### src/verilog/wake_reset_pkg.sv
package wake_reset_pkg;

  // register byte offsets
  localparam logic [11:0] OFF_WAKE_ENABLE = 12'h188;
  localparam logic [11:0] OFF_BUS_CONFIG  = 12'h3F8;
  localparam logic [11:0] OFF_REVISION    = 12'h3FC;

  // wake enable layout
  localparam int          WAKE_BITS       = 7;
  localparam int          BIT_TOUCH       = 0;
  localparam int          BIT_COMPARATOR  = 1;
  localparam int          BIT_CONVERTER   = 2;
  localparam int          BIT_TWS_ZERO    = 3;
  localparam int          BIT_TWS_ONE     = 4;
  localparam int          BIT_WAKE_PIN    = 5;
  localparam int          BIT_PEN_DETECT  = 6;
  localparam logic [31:0] WAKE_EN_RESET   = 32'h0000_0000;

  // capability layout
  localparam int          BIT_BUS_A       = 0;
  localparam int          BIT_BUS_D       = 3;
  localparam int          BIT_EVENT_CLK   = 7;

  // revision layout
  localparam int          VERSION_LSB     = 0;
  localparam int          VERSION_W       = 12;
  localparam int          VARIANT_LSB     = 16;
  localparam int          VARIANT_W       = 4;

  // pin synchroniser depth
  localparam int          SYNC_STAGES     = 2;

  // one-cycle reset event pulses from the reset controller
  typedef struct packed {
    logic power_on;
    logic external;
    logic watchdog;
    logic brown_out;
    logic supply_mon;
    logic cpu_error;
    logic debug_req;
    logic test_port;
  } reset_cause_t;

  // per-domain clear strobes
  typedef struct packed {
    logic core;
    logic timer_regs;
    logic osc32k;
    logic rc_cal;
    logic volt_cal;
    logic osc_ctrl;
    logic wdog_ctrl;
    logic supply_ctrl;
    logic brown_ctrl;
    logic clock_ctrl;
    logic debug_sys;
  } reset_scope_t;

  localparam reset_scope_t SCOPE_IDLE = '0;

endpackage : wake_reset_pkg

### src/verilog/wake_enable_reset_scope.sv
// How it works
// RULE_01: wake enable word at 0x188, bits 0..6 select seven sources, rest unused.
// RULE_02: a wake request passes only while its enable bit is one.
// RULE_03: read-only capability word: bit 7 event clock, bits 3..0 buses D..A.
// RULE_04: read-only revision word carries a 12-bit version in bits 11..0.
// RULE_05: variant field bits 19..16 is reserved with no behaviour.
// RULE_06: timer, 32 kHz oscillator and voltage calibration clear on power-on only.
// RULE_07: RC calibration restores on power-on only, kept across all other resets.
// RULE_08: debug system clears on every reset except watchdog and debug-requested.
// RULE_09: non-32 kHz oscillator controls clear on every reset cause.
// RULE_10: register interface runs on the dedicated power manager bus clock.
//
// The APB interface to the registers was decided locally.
module wake_enable_reset_scope #(
  parameter int          NUM_WAKE   = 7,
  parameter logic [3:0]  BUS_PRESENT = 4'hF,
  parameter logic        EVENT_CLK  = 1'b1,
  // arbitrary revision values
  parameter logic [11:0] VERSION    = 12'h101,
  parameter logic [3:0]  VARIANT    = 4'h0
) (
  // clock, reset, enable
  input  wire logic                          pclk,
  input  wire logic                          presetn,
  input  wire logic                          clk_en,
  // apb slave
  input  wire logic                          psel,
  input  wire logic                          penable,
  input  wire logic                          pwrite,
  input  wire logic [11:0]                   paddr,
  input  wire logic [31:0]                   pwdata,
  input  wire logic [3:0]                    pstrb,
  output logic      [31:0]                   prdata,
  output logic                               pready,
  output logic                               pslverr,
  // asynchronous wake requests from sources
  input  wire logic [NUM_WAKE-1:0]           wake_request,
  output logic      [NUM_WAKE-1:0]           wake_granted,
  output logic                               wake_any,
  // reset events and their scope
  input  wire wake_reset_pkg::reset_cause_t  reset_event,
  output wake_reset_pkg::reset_scope_t       reset_scope
);

  generate
    if (NUM_WAKE != wake_reset_pkg::WAKE_BITS)
    begin : g_bad_width
      $error("wake source count must match the enable layout");
    end
  endgenerate

  logic [NUM_WAKE-1:0] async_wake_enable;
  logic [NUM_WAKE-1:0] wake_sync1;
  logic [NUM_WAKE-1:0] wake_sync2;
  logic                setup;
  logic                access;
  logic                hit_wake;
  logic                hit_cfg;
  logic                hit_rev;
  logic [31:0]         next_prdata;
  logic [31:0]         bus_presence_config;
  logic [31:0]         module_revision;
  logic                any_reset;

  // all registers sit on pclk, the power manager bus clock  (see RULE_10)
  assign setup    = psel && !penable;
  assign access   = psel && penable && pready;
  assign hit_wake = paddr == wake_reset_pkg::OFF_WAKE_ENABLE;
  assign hit_cfg  = paddr == wake_reset_pkg::OFF_BUS_CONFIG;
  assign hit_rev  = paddr == wake_reset_pkg::OFF_REVISION;

  // capability word is wired from parameters  (see RULE_03)
  always_comb
  begin
    bus_presence_config = '0;
    bus_presence_config[wake_reset_pkg::BIT_BUS_D:wake_reset_pkg::BIT_BUS_A] = BUS_PRESENT;
    bus_presence_config[wake_reset_pkg::BIT_EVENT_CLK] = EVENT_CLK;
  end

  // variant is reported only, nothing looks at it  (see RULE_05)
  always_comb
  begin
    module_revision = '0;
    module_revision[wake_reset_pkg::VERSION_LSB +: wake_reset_pkg::VERSION_W] = VERSION; // see RULE_04
    module_revision[wake_reset_pkg::VARIANT_LSB +: wake_reset_pkg::VARIANT_W] = VARIANT; // see RULE_05
  end

  // unused bits above the seven sources read zero  (see RULE_01)
  always_comb
  begin
    next_prdata = '0;
    if (hit_wake)
      next_prdata[NUM_WAKE-1:0] = async_wake_enable;
    else if (hit_cfg)
      next_prdata = bus_presence_config;
    else if (hit_rev)
      next_prdata = module_revision;
  end

  // no wait state: answer is prepared in setup, handed over in the first access cycle
  // limitation: keep clk_en high from setup to access, else a frozen pready ends the transfer early
  always_ff @(posedge pclk or negedge presetn)
  begin
    if (!presetn)
    begin
      pready  <= 1'b0;
      pslverr <= 1'b0;
      prdata  <= '0;
    end
    else if (clk_en)
    begin
      pready  <= setup;
      pslverr <= setup && !(hit_wake || hit_cfg || hit_rev);
      prdata  <= (setup && !pwrite) ? next_prdata : '0;
    end
  end

  // only lane 0 carries writable bits; read-only words ignore writes
  always_ff @(posedge pclk or negedge presetn)
  begin
    if (!presetn)
      async_wake_enable <= wake_reset_pkg::WAKE_EN_RESET[NUM_WAKE-1:0]; // see RULE_01
    else if (clk_en && access && pwrite && hit_wake && pstrb[0])
      async_wake_enable <= pwdata[NUM_WAKE-1:0]; // see RULE_01
  end

  // wake pins are asynchronous to pclk
  always_ff @(posedge pclk or negedge presetn)
  begin
    if (!presetn)
    begin
      wake_sync1 <= '0;
      wake_sync2 <= '0;
    end
    else if (clk_en)
    begin
      wake_sync1 <= wake_request;
      wake_sync2 <= wake_sync1;
    end
  end

  // a disabled source is dropped here, before anything else sees it
  always_ff @(posedge pclk or negedge presetn)
  begin
    if (!presetn)
    begin
      wake_granted <= '0;
      wake_any     <= 1'b0;
    end
    else if (clk_en)
    begin
      wake_granted <= wake_sync2 & async_wake_enable; // see RULE_02
      wake_any     <= |(wake_sync2 & async_wake_enable); // see RULE_02
    end
  end

  assign any_reset = |reset_event;

  // strobes follow the event by one cycle; they are decoded, not stored
  always_ff @(posedge pclk or negedge presetn)
  begin
    if (!presetn)
      reset_scope <= wake_reset_pkg::SCOPE_IDLE;
    else if (clk_en)
    begin
      reset_scope.core        <= any_reset;
      reset_scope.timer_regs  <= reset_event.power_on; // see RULE_06
      reset_scope.osc32k      <= reset_event.power_on; // see RULE_06
      reset_scope.volt_cal    <= reset_event.power_on; // see RULE_06
      reset_scope.rc_cal      <= reset_event.power_on; // see RULE_07
      reset_scope.osc_ctrl    <= any_reset; // see RULE_09
      reset_scope.wdog_ctrl   <= any_reset && !reset_event.watchdog;
      reset_scope.supply_ctrl <= any_reset;
      reset_scope.brown_ctrl  <= any_reset && !reset_event.brown_out;
      reset_scope.clock_ctrl  <= any_reset;
      reset_scope.debug_sys   <= any_reset && !reset_event.watchdog
                                 && !reset_event.debug_req; // see RULE_08
    end
  end

  // a write in access lands in the enable word at the next edge
  a_wake_en_write: assert property (@(posedge pclk) disable iff (!presetn) // see RULE_01
    clk_en && access && pwrite && hit_wake && pstrb[0]
    |=> async_wake_enable == $past(pwdata[NUM_WAKE-1:0]))
    else $error("wake enable write not stored");

  a_wake_en_hold: assert property (@(posedge pclk) disable iff (!presetn) // see RULE_01
    !(access && pwrite && hit_wake) |=> $stable(async_wake_enable))
    else $error("wake enable changed without a write");

  a_wake_blocked: assert property (@(posedge pclk) disable iff (!presetn) // see RULE_02
    clk_en && (wake_sync2 & ~async_wake_enable) != '0
    |=> (wake_granted & ~$past(async_wake_enable)) == '0)
    else $error("disabled wake source passed");

  a_wake_passes: assert property (@(posedge pclk) disable iff (!presetn) // see RULE_02
    clk_en && (wake_sync2 & async_wake_enable) != '0 |=> wake_any)
    else $error("enabled wake source lost");

  a_cfg_read: assert property (@(posedge pclk) disable iff (!presetn) // see RULE_03
    clk_en && setup && !pwrite && hit_cfg
    |=> pready && prdata[7] == EVENT_CLK && prdata[3:0] == BUS_PRESENT && prdata[6:4] == 3'h0)
    else $error("capability read wrong");

  a_rev_read: assert property (@(posedge pclk) disable iff (!presetn) // see RULE_04
    clk_en && setup && !pwrite && hit_rev
    |=> pready && prdata[11:0] == VERSION && prdata[15:12] == 4'h0)
    else $error("revision read wrong");

  a_variant_field: assert property (@(posedge pclk) disable iff (!presetn) // see RULE_05
    clk_en && setup && !pwrite && hit_rev |=> prdata[19:16] == VARIANT && prdata[31:20] == 12'h000)
    else $error("variant field wrong");

  a_por_only: assert property (@(posedge pclk) disable iff (!presetn) // see RULE_06
    clk_en && any_reset && !reset_event.power_on
    |=> !reset_scope.timer_regs && !reset_scope.osc32k && !reset_scope.volt_cal)
    else $error("power-on-only state cleared by another reset");

  a_por_clears: assert property (@(posedge pclk) disable iff (!presetn) // see RULE_06
    clk_en && reset_event.power_on
    |=> reset_scope.timer_regs && reset_scope.osc32k && reset_scope.volt_cal)
    else $error("power-on reset missed a clear");

  a_rc_cal_kept: assert property (@(posedge pclk) disable iff (!presetn) // see RULE_07
    clk_en |=> reset_scope.rc_cal == $past(reset_event.power_on))
    else $error("rc calibration restore wrong");

  a_debug_scope: assert property (@(posedge pclk) disable iff (!presetn) // see RULE_08
    clk_en && (reset_event.watchdog || reset_event.debug_req) |=> !reset_scope.debug_sys)
    else $error("debug system cleared by watchdog or debug reset");

  a_osc_ctrl_all: assert property (@(posedge pclk) disable iff (!presetn) // see RULE_09
    clk_en && any_reset |=> reset_scope.osc_ctrl ##1 (reset_scope.osc_ctrl == $past(any_reset) || !$past(clk_en)))
    else $error("oscillator controls not cleared");

  a_apb_answer: assert property (@(posedge pclk) disable iff (!presetn) // see RULE_10
    clk_en && setup |=> pready && !$past(pready))
    else $error("apb answer not one cycle after setup");

  a_unmapped_err: assert property (@(posedge pclk) disable iff (!presetn) // see RULE_10
    clk_en && setup && !(hit_wake || hit_cfg || hit_rev)
    |=> pready && pslverr && prdata == 32'h0000_0000)
    else $error("unmapped access not refused");

  a_mapped_ok: assert property (@(posedge pclk) disable iff (!presetn) // see RULE_10
    clk_en && setup && (hit_wake || hit_cfg || hit_rev) |=> pready && !pslverr)
    else $error("mapped access flagged as error");

  a_write_rdata_zero: assert property (@(posedge pclk) disable iff (!presetn) // see RULE_10
    clk_en && setup && pwrite |=> prdata == 32'h0000_0000)
    else $error("write answered with read data");

  a_ready_pulse: assert property (@(posedge pclk) disable iff (!presetn) // see RULE_10
    clk_en && pready |=> !pready)
    else $error("pready stood more than one cycle");

  a_idle_quiet: assert property (@(posedge pclk) disable iff (!presetn) // see RULE_10
    clk_en && !setup |=> !pready && !pslverr && prdata == 32'h0000_0000)
    else $error("answer without a setup cycle");

  a_bus_frozen: assert property (@(posedge pclk) disable iff (!presetn) // see RULE_10
    !clk_en |=> $stable(pready) && $stable(pslverr) && $stable(prdata))
    else $error("bus answer moved while clock enable low");

  a_wake_read: assert property (@(posedge pclk) disable iff (!presetn) // see RULE_01
    clk_en && setup && !pwrite && hit_wake
    |=> prdata[NUM_WAKE-1:0] == $past(async_wake_enable) && prdata[31:NUM_WAKE] == '0)
    else $error("wake enable read wrong");

  a_strobe_ignored: assert property (@(posedge pclk) disable iff (!presetn) // see RULE_01
    access && pwrite && hit_wake && !pstrb[0] |=> $stable(async_wake_enable))
    else $error("wake enable written with lane 0 off");

  a_other_writes: assert property (@(posedge pclk) disable iff (!presetn) // see RULE_01
    access && pwrite && !hit_wake |=> $stable(async_wake_enable))
    else $error("wake enable changed by another address");

  a_wake_frozen: assert property (@(posedge pclk) disable iff (!presetn) // see RULE_02
    !clk_en |=> $stable(async_wake_enable) && $stable(wake_granted) && $stable(wake_any))
    else $error("wake state moved while clock enable low");

  a_sync_chain: assert property (@(posedge pclk) disable iff (!presetn) // see RULE_02
    clk_en |=> wake_sync2 == $past(wake_sync1))
    else $error("synchroniser stage skipped");

  a_grant_exact: assert property (@(posedge pclk) disable iff (!presetn) // see RULE_02
    clk_en |=> wake_granted == ($past(wake_sync2) & $past(async_wake_enable)))
    else $error("granted word not request and enable");

  a_any_follows: assert property (@(posedge pclk) disable iff (!presetn) // see RULE_02
    wake_any == (|wake_granted))
    else $error("wake summary disagrees with granted word");

  a_any_blocked: assert property (@(posedge pclk) disable iff (!presetn) // see RULE_02
    clk_en && (wake_sync2 & async_wake_enable) == '0 |=> !wake_any)
    else $error("wake raised with no enabled request");

  a_cfg_upper: assert property (@(posedge pclk) disable iff (!presetn) // see RULE_03
    clk_en && setup && !pwrite && hit_cfg |=> prdata[31:8] == 24'h000000)
    else $error("capability upper bits not zero");

  a_scope_frozen: assert property (@(posedge pclk) disable iff (!presetn) // see RULE_09
    !clk_en |=> $stable(reset_scope))
    else $error("reset strobes moved while clock enable low");

  a_timer_exact: assert property (@(posedge pclk) disable iff (!presetn) // see RULE_06
    clk_en |=> reset_scope.timer_regs == $past(reset_event.power_on))
    else $error("timer clear strobe wrong");

  a_osc32k_exact: assert property (@(posedge pclk) disable iff (!presetn) // see RULE_06
    clk_en |=> reset_scope.osc32k == $past(reset_event.power_on))
    else $error("32 kHz oscillator clear strobe wrong");

  a_volt_exact: assert property (@(posedge pclk) disable iff (!presetn) // see RULE_06
    clk_en |=> reset_scope.volt_cal == $past(reset_event.power_on))
    else $error("voltage calibration clear strobe wrong");

  a_por_quiet: assert property (@(posedge pclk) disable iff (!presetn) // see RULE_06
    clk_en && !reset_event.power_on
    |=> !reset_scope.timer_regs && !reset_scope.osc32k && !reset_scope.volt_cal)
    else $error("power-on-only strobe without power-on");

  a_rc_cal_por: assert property (@(posedge pclk) disable iff (!presetn) // see RULE_07
    clk_en && reset_event.power_on |=> reset_scope.rc_cal)
    else $error("rc calibration not restored on power-on");

  a_rc_cal_other: assert property (@(posedge pclk) disable iff (!presetn) // see RULE_07
    clk_en && any_reset && !reset_event.power_on |=> !reset_scope.rc_cal)
    else $error("rc calibration restored by another reset");

  a_debug_clears: assert property (@(posedge pclk) disable iff (!presetn) // see RULE_08
    clk_en && any_reset && !reset_event.watchdog && !reset_event.debug_req
    |=> reset_scope.debug_sys)
    else $error("debug system not reset");

  a_debug_quiet: assert property (@(posedge pclk) disable iff (!presetn) // see RULE_08
    clk_en && !any_reset |=> !reset_scope.debug_sys)
    else $error("debug reset strobe without a reset");

  a_osc_ctrl_exact: assert property (@(posedge pclk) disable iff (!presetn) // see RULE_09
    clk_en |=> reset_scope.osc_ctrl == $past(any_reset))
    else $error("oscillator control strobe wrong");

  a_osc_ctrl_por: assert property (@(posedge pclk) disable iff (!presetn) // see RULE_09
    clk_en && reset_event.power_on |=> reset_scope.osc_ctrl)
    else $error("power-on reset missed oscillator controls");

  a_osc_ctrl_kept: assert property (@(posedge pclk) disable iff (!presetn) // see RULE_09
    clk_en && (reset_event.watchdog || reset_event.brown_out || reset_event.debug_req) |=> reset_scope.osc_ctrl)
    else $error("watchdog, brown-out or debug reset missed oscillator controls");

endmodule : wake_enable_reset_scope

### config.mk
export PLATFORM = sky130hd
export DESIGN_NAME = wake_enable_reset_scope
export DESIGN_NICKNAME = d
export VERILOG_FILES = /design/src/verilog/wake_reset_pkg.sv /design/src/verilog/wake_enable_reset_scope.sv
export SDC_FILE = /design/constraint.sdc
export NUM_CORES = 1
export LEC_CHECK = 0
export BUFFER_PORTS_ARGS = -buffer_cell sky130_fd_sc_hd__buf_4
export CAP_MARGIN = 20
export CORE_MARGIN = 5
export CORE_UTILIZATION = 35
export CTS_CLUSTER_DIAMETER = 40
export DETAILED_ROUTE_END_ITERATION = 8
export PLACE_DENSITY = 0.66
export SETUP_SLACK_MARGIN = 0.15
export SYNTH_ARGS = -nofsm -noshare
export SYNTH_HDL_FRONTEND = slang
export SYNTH_SLANG_ARGS = --single-unit
export TNS_END_PERCENT = 20
### constraint.sdc
create_clock -name pclk -period 1.9 [get_ports pclk]
set_input_delay 0.19 -clock pclk [delete_from_list [all_inputs] [get_ports pclk]]
set_output_delay 0.19 -clock pclk [all_outputs]
set_load 0.1 [all_outputs]
==> flow_metrics.py <==
metrics = {
    "final_layout": {
        "fill_cells": 563,
        "area_growth_pct": 28.7,
        "num_antenna_cells": 0,
        "fin_util_pct": 46.2,
        "layout_commonest_cell": "buf_4",
        "drive_gt1_share_pct": 44.2,
        "nNetsFinal": 310,
        "layout_common_cells": "buf_4 (73), dfrtp_1 (44), conb_1 (23)",
    },
    "yosys": {
        "synth_edf_count": 0,
        "avgSynthCellArea_um2": 12.2,
        "seq_area_frac_synth_pct": 53.3,
        "ys_warn_count": 0,
        "async_flop_share_pct": 100,
        "synth.distinct_cells": 32,
        "syn_area_um2": 2110,
        "syn-instance-count": 173,
        "ys_seq_elements": 45,
        "synth-main-ff-cell": "dfrtp_1",
    },
    "worst_hold_path": {
        "hold_class": "input port to flop",
    },
    "floorplanning": {
        "initial_core_util_pct": 35.9,
        "die_w_um": 87.7,
        "core_um2": 5890,
        "die_area_um2": 7690,
        "fp.dieH_um": 87.7,
        "std_cell_rows": 28,
        "io_pins": 122,
    },
    "global_route": {
        "grt_pass1_wl_um": 7210,
        "track_usage_pct": 12.2,
        "grt_max_degree": 46,
        "antenna_found_initial": 0,
        "grt_pass1_vias": 1495,
        "grt_remaining_overflow": 0,
    },
    "clock_tree": {
        "cts-root-buf": "clkbuf_8",
        "cts_setup_buffers": 0,
        "htree_num_levels": 2,
        "cts_max_path_buffers": 2,
        "cts-resized-gates": 0,
        "clock_sinks": 45,
        "tritoncts": "done",
        "insertion_delay_ps": 290,
        "cts_buffers": 5,
        "cts_hold_buf": 1,
        "clk_pin_slew_ps": 80,
    },
    "drt": {
        "drcViolationCount": 0,
        "num_vias": 1481,
        "drt-wirelength-per-cell_um": 14.4,
        "first_pass_iters": 4,
        "routed_wirelength_um": 4550,
        "drt-vias-per-instance": 4.67,
        "wl_met2_um": 2240,
        "met1_length_um": 1800,
        "met3_length_um": 423,
        "drt_iter0_markers": 52,
        "drtAntennaViolNets": 0,
        "highest_layer": "met4",
    },
    "place": {
        "gp_congestion": 0.837,
        "portBuffers": 70,
        "hpwl_um": 3480,
        "dp_slack_ps": 11.1,
    },
    "timing": {
        "setup_viol": 0,
        "fmax_ghz": 0.635,
        "setup_slack_ps": 324,
        "tightest_slew_ps": 568,
        "post-route-period-util_pct": 82.9,
        "slew-limit-headroom_pct": 62.1,
        "slew_viol_final": 0,
        "rsz0062_at_grt": "no",
        "skew_ps": 7.11,
        "finalHoldViolCount": 0,
        "finalSetupTns_ps": 0,
        "period_needed_ps": 1580,
    },
    "setup_path": {
        "critPathLaunchType": "input port",
        "crit_required_ps": 2070,
        "crit_path_end_kind": "flop",
        "worst-setup-path-type": "input port to flop",
        "crit_fanout": 7,
        "cp_data_arrival_time_ps": 1750,
    },
    "power": {
        "vdd_ir_drop_max_uv": 386,
        "leakagePower_nw": 1.31,
        "powerDensity_nw_per_um2": 876,
    },
    "run_status": {
        "status": "completed",
    },
    "run": {
        "cap_violations": 0,
    },
}
## registers in the layout, summed over array words and instances (netlist names)
signal	count
pready	1
pslverr	1
wake_any	1
prdata	9
wake_granted	7
wake_sync2	7
reset_scope	5
wake_sync1	7
async_wake_enable	7
## path summary, 6_finish.rpt
kind,startpoint,end,slack (ps),cells past startpoint
hold / removal,reset_event[4],reset_scope[2],70,2
hold reg to reg,prdata[0],prdata[0],490,1
setup / recovery,paddr[10],async_wake_enable[0],320,5
setup reg to reg,pready,async_wake_enable[0],380,3
max in group asynchronous,presetn,pready,1030,2
min in group asynchronous,presetn,wake_granted[4],430,2
## stage by stage
step | power [W] | cell area [um^2] | std cells | hold slack [ps]
6_report | 0.00238 | 2720 | 317 | 65.5
3_5_place_dp | 0.00167 | 2590 | 308 | 229
4_1_cts | 0.00242 | 2720 | 317 | 51.8
5_1_grt | 0.00249 | 2720 | 317 | 55.9
3_3_place_gp | 0.00166 | 2590 | 308 | 223
2_1_floorplan | 0.00156 | 2200 | 195 | -106
## power breakdown
group,total (W),internal (W),switching (W)
logic,0.000601,0.000131,0.000469
clock network,0.000738,0.000429,0.000309
registers,0.00104,0.00101,0.0000350
total,0.00238,0.00157,0.000813
## cells by family (layout without fill, tap and decap cells)
logic type             after synthesis  count (layout)  synth area share (%)
AOI/OAI and AO/OA                   30              30                  10.7
buffers and inverters               47              94                  13.9
DFF                                 45              45                  53.3
muxes                               22              22                  13.0
other                                1              23                 0.177
and+or+nand+nor                     28              28                  9.06
## synth_stat cells (all sizes together) (2+ instances only)
| cell | instances | share of area [%] |
|---|---|---|
| a211o | 2 | 0.89 |
| a22o | 6 | 2.5 |
| buf | 31 | 11 |
| clkbuf | 4 | 0.71 |
| dfrtp | 45 | 53 |
| inv | 12 | 2.1 |
| mux2 | 22 | 13 |
| nand3 | 9 | 2.1 |
| nand4 | 2 | 1.3 |
| nor3 | 7 | 1.7 |
| o21ai | 9 | 2.1 |
| o2bb2ai | 7 | 2.9 |
| o32ai | 2 | 0.83 |
| or4 | 3 | 1.2 |
## layout make-up
type                       instances  area (um^2)  area share [%]
tap                               75         93.8            3.45
clock inverter                     1         30.0            1.10
timing repair buffer              74          558            20.5
clock buffer                       7         86.3            3.17
inverter                          12         45.0            1.66
sequential                        45         1130            41.5
multi-input combinational        103          777            28.6
## layer usage
| layer | track usage [%] | vias to the layer above |
|---|---|---|
| li1 | - | 705 |
| met1 | 14.8 | 704 |
| met2 | 20.3 | 62 |
| met3 | 3.48 | 10 |
| met4 | 5.02 | 0 |
| met5 | 0 | - |
## worst max-delay path, cell delays in order
cell and delay, ps:
buf_4 120, nor4_4 350, nand4_4 120, or4_4 640, mux2_4 330
Power figures use the tool's default switching activity.
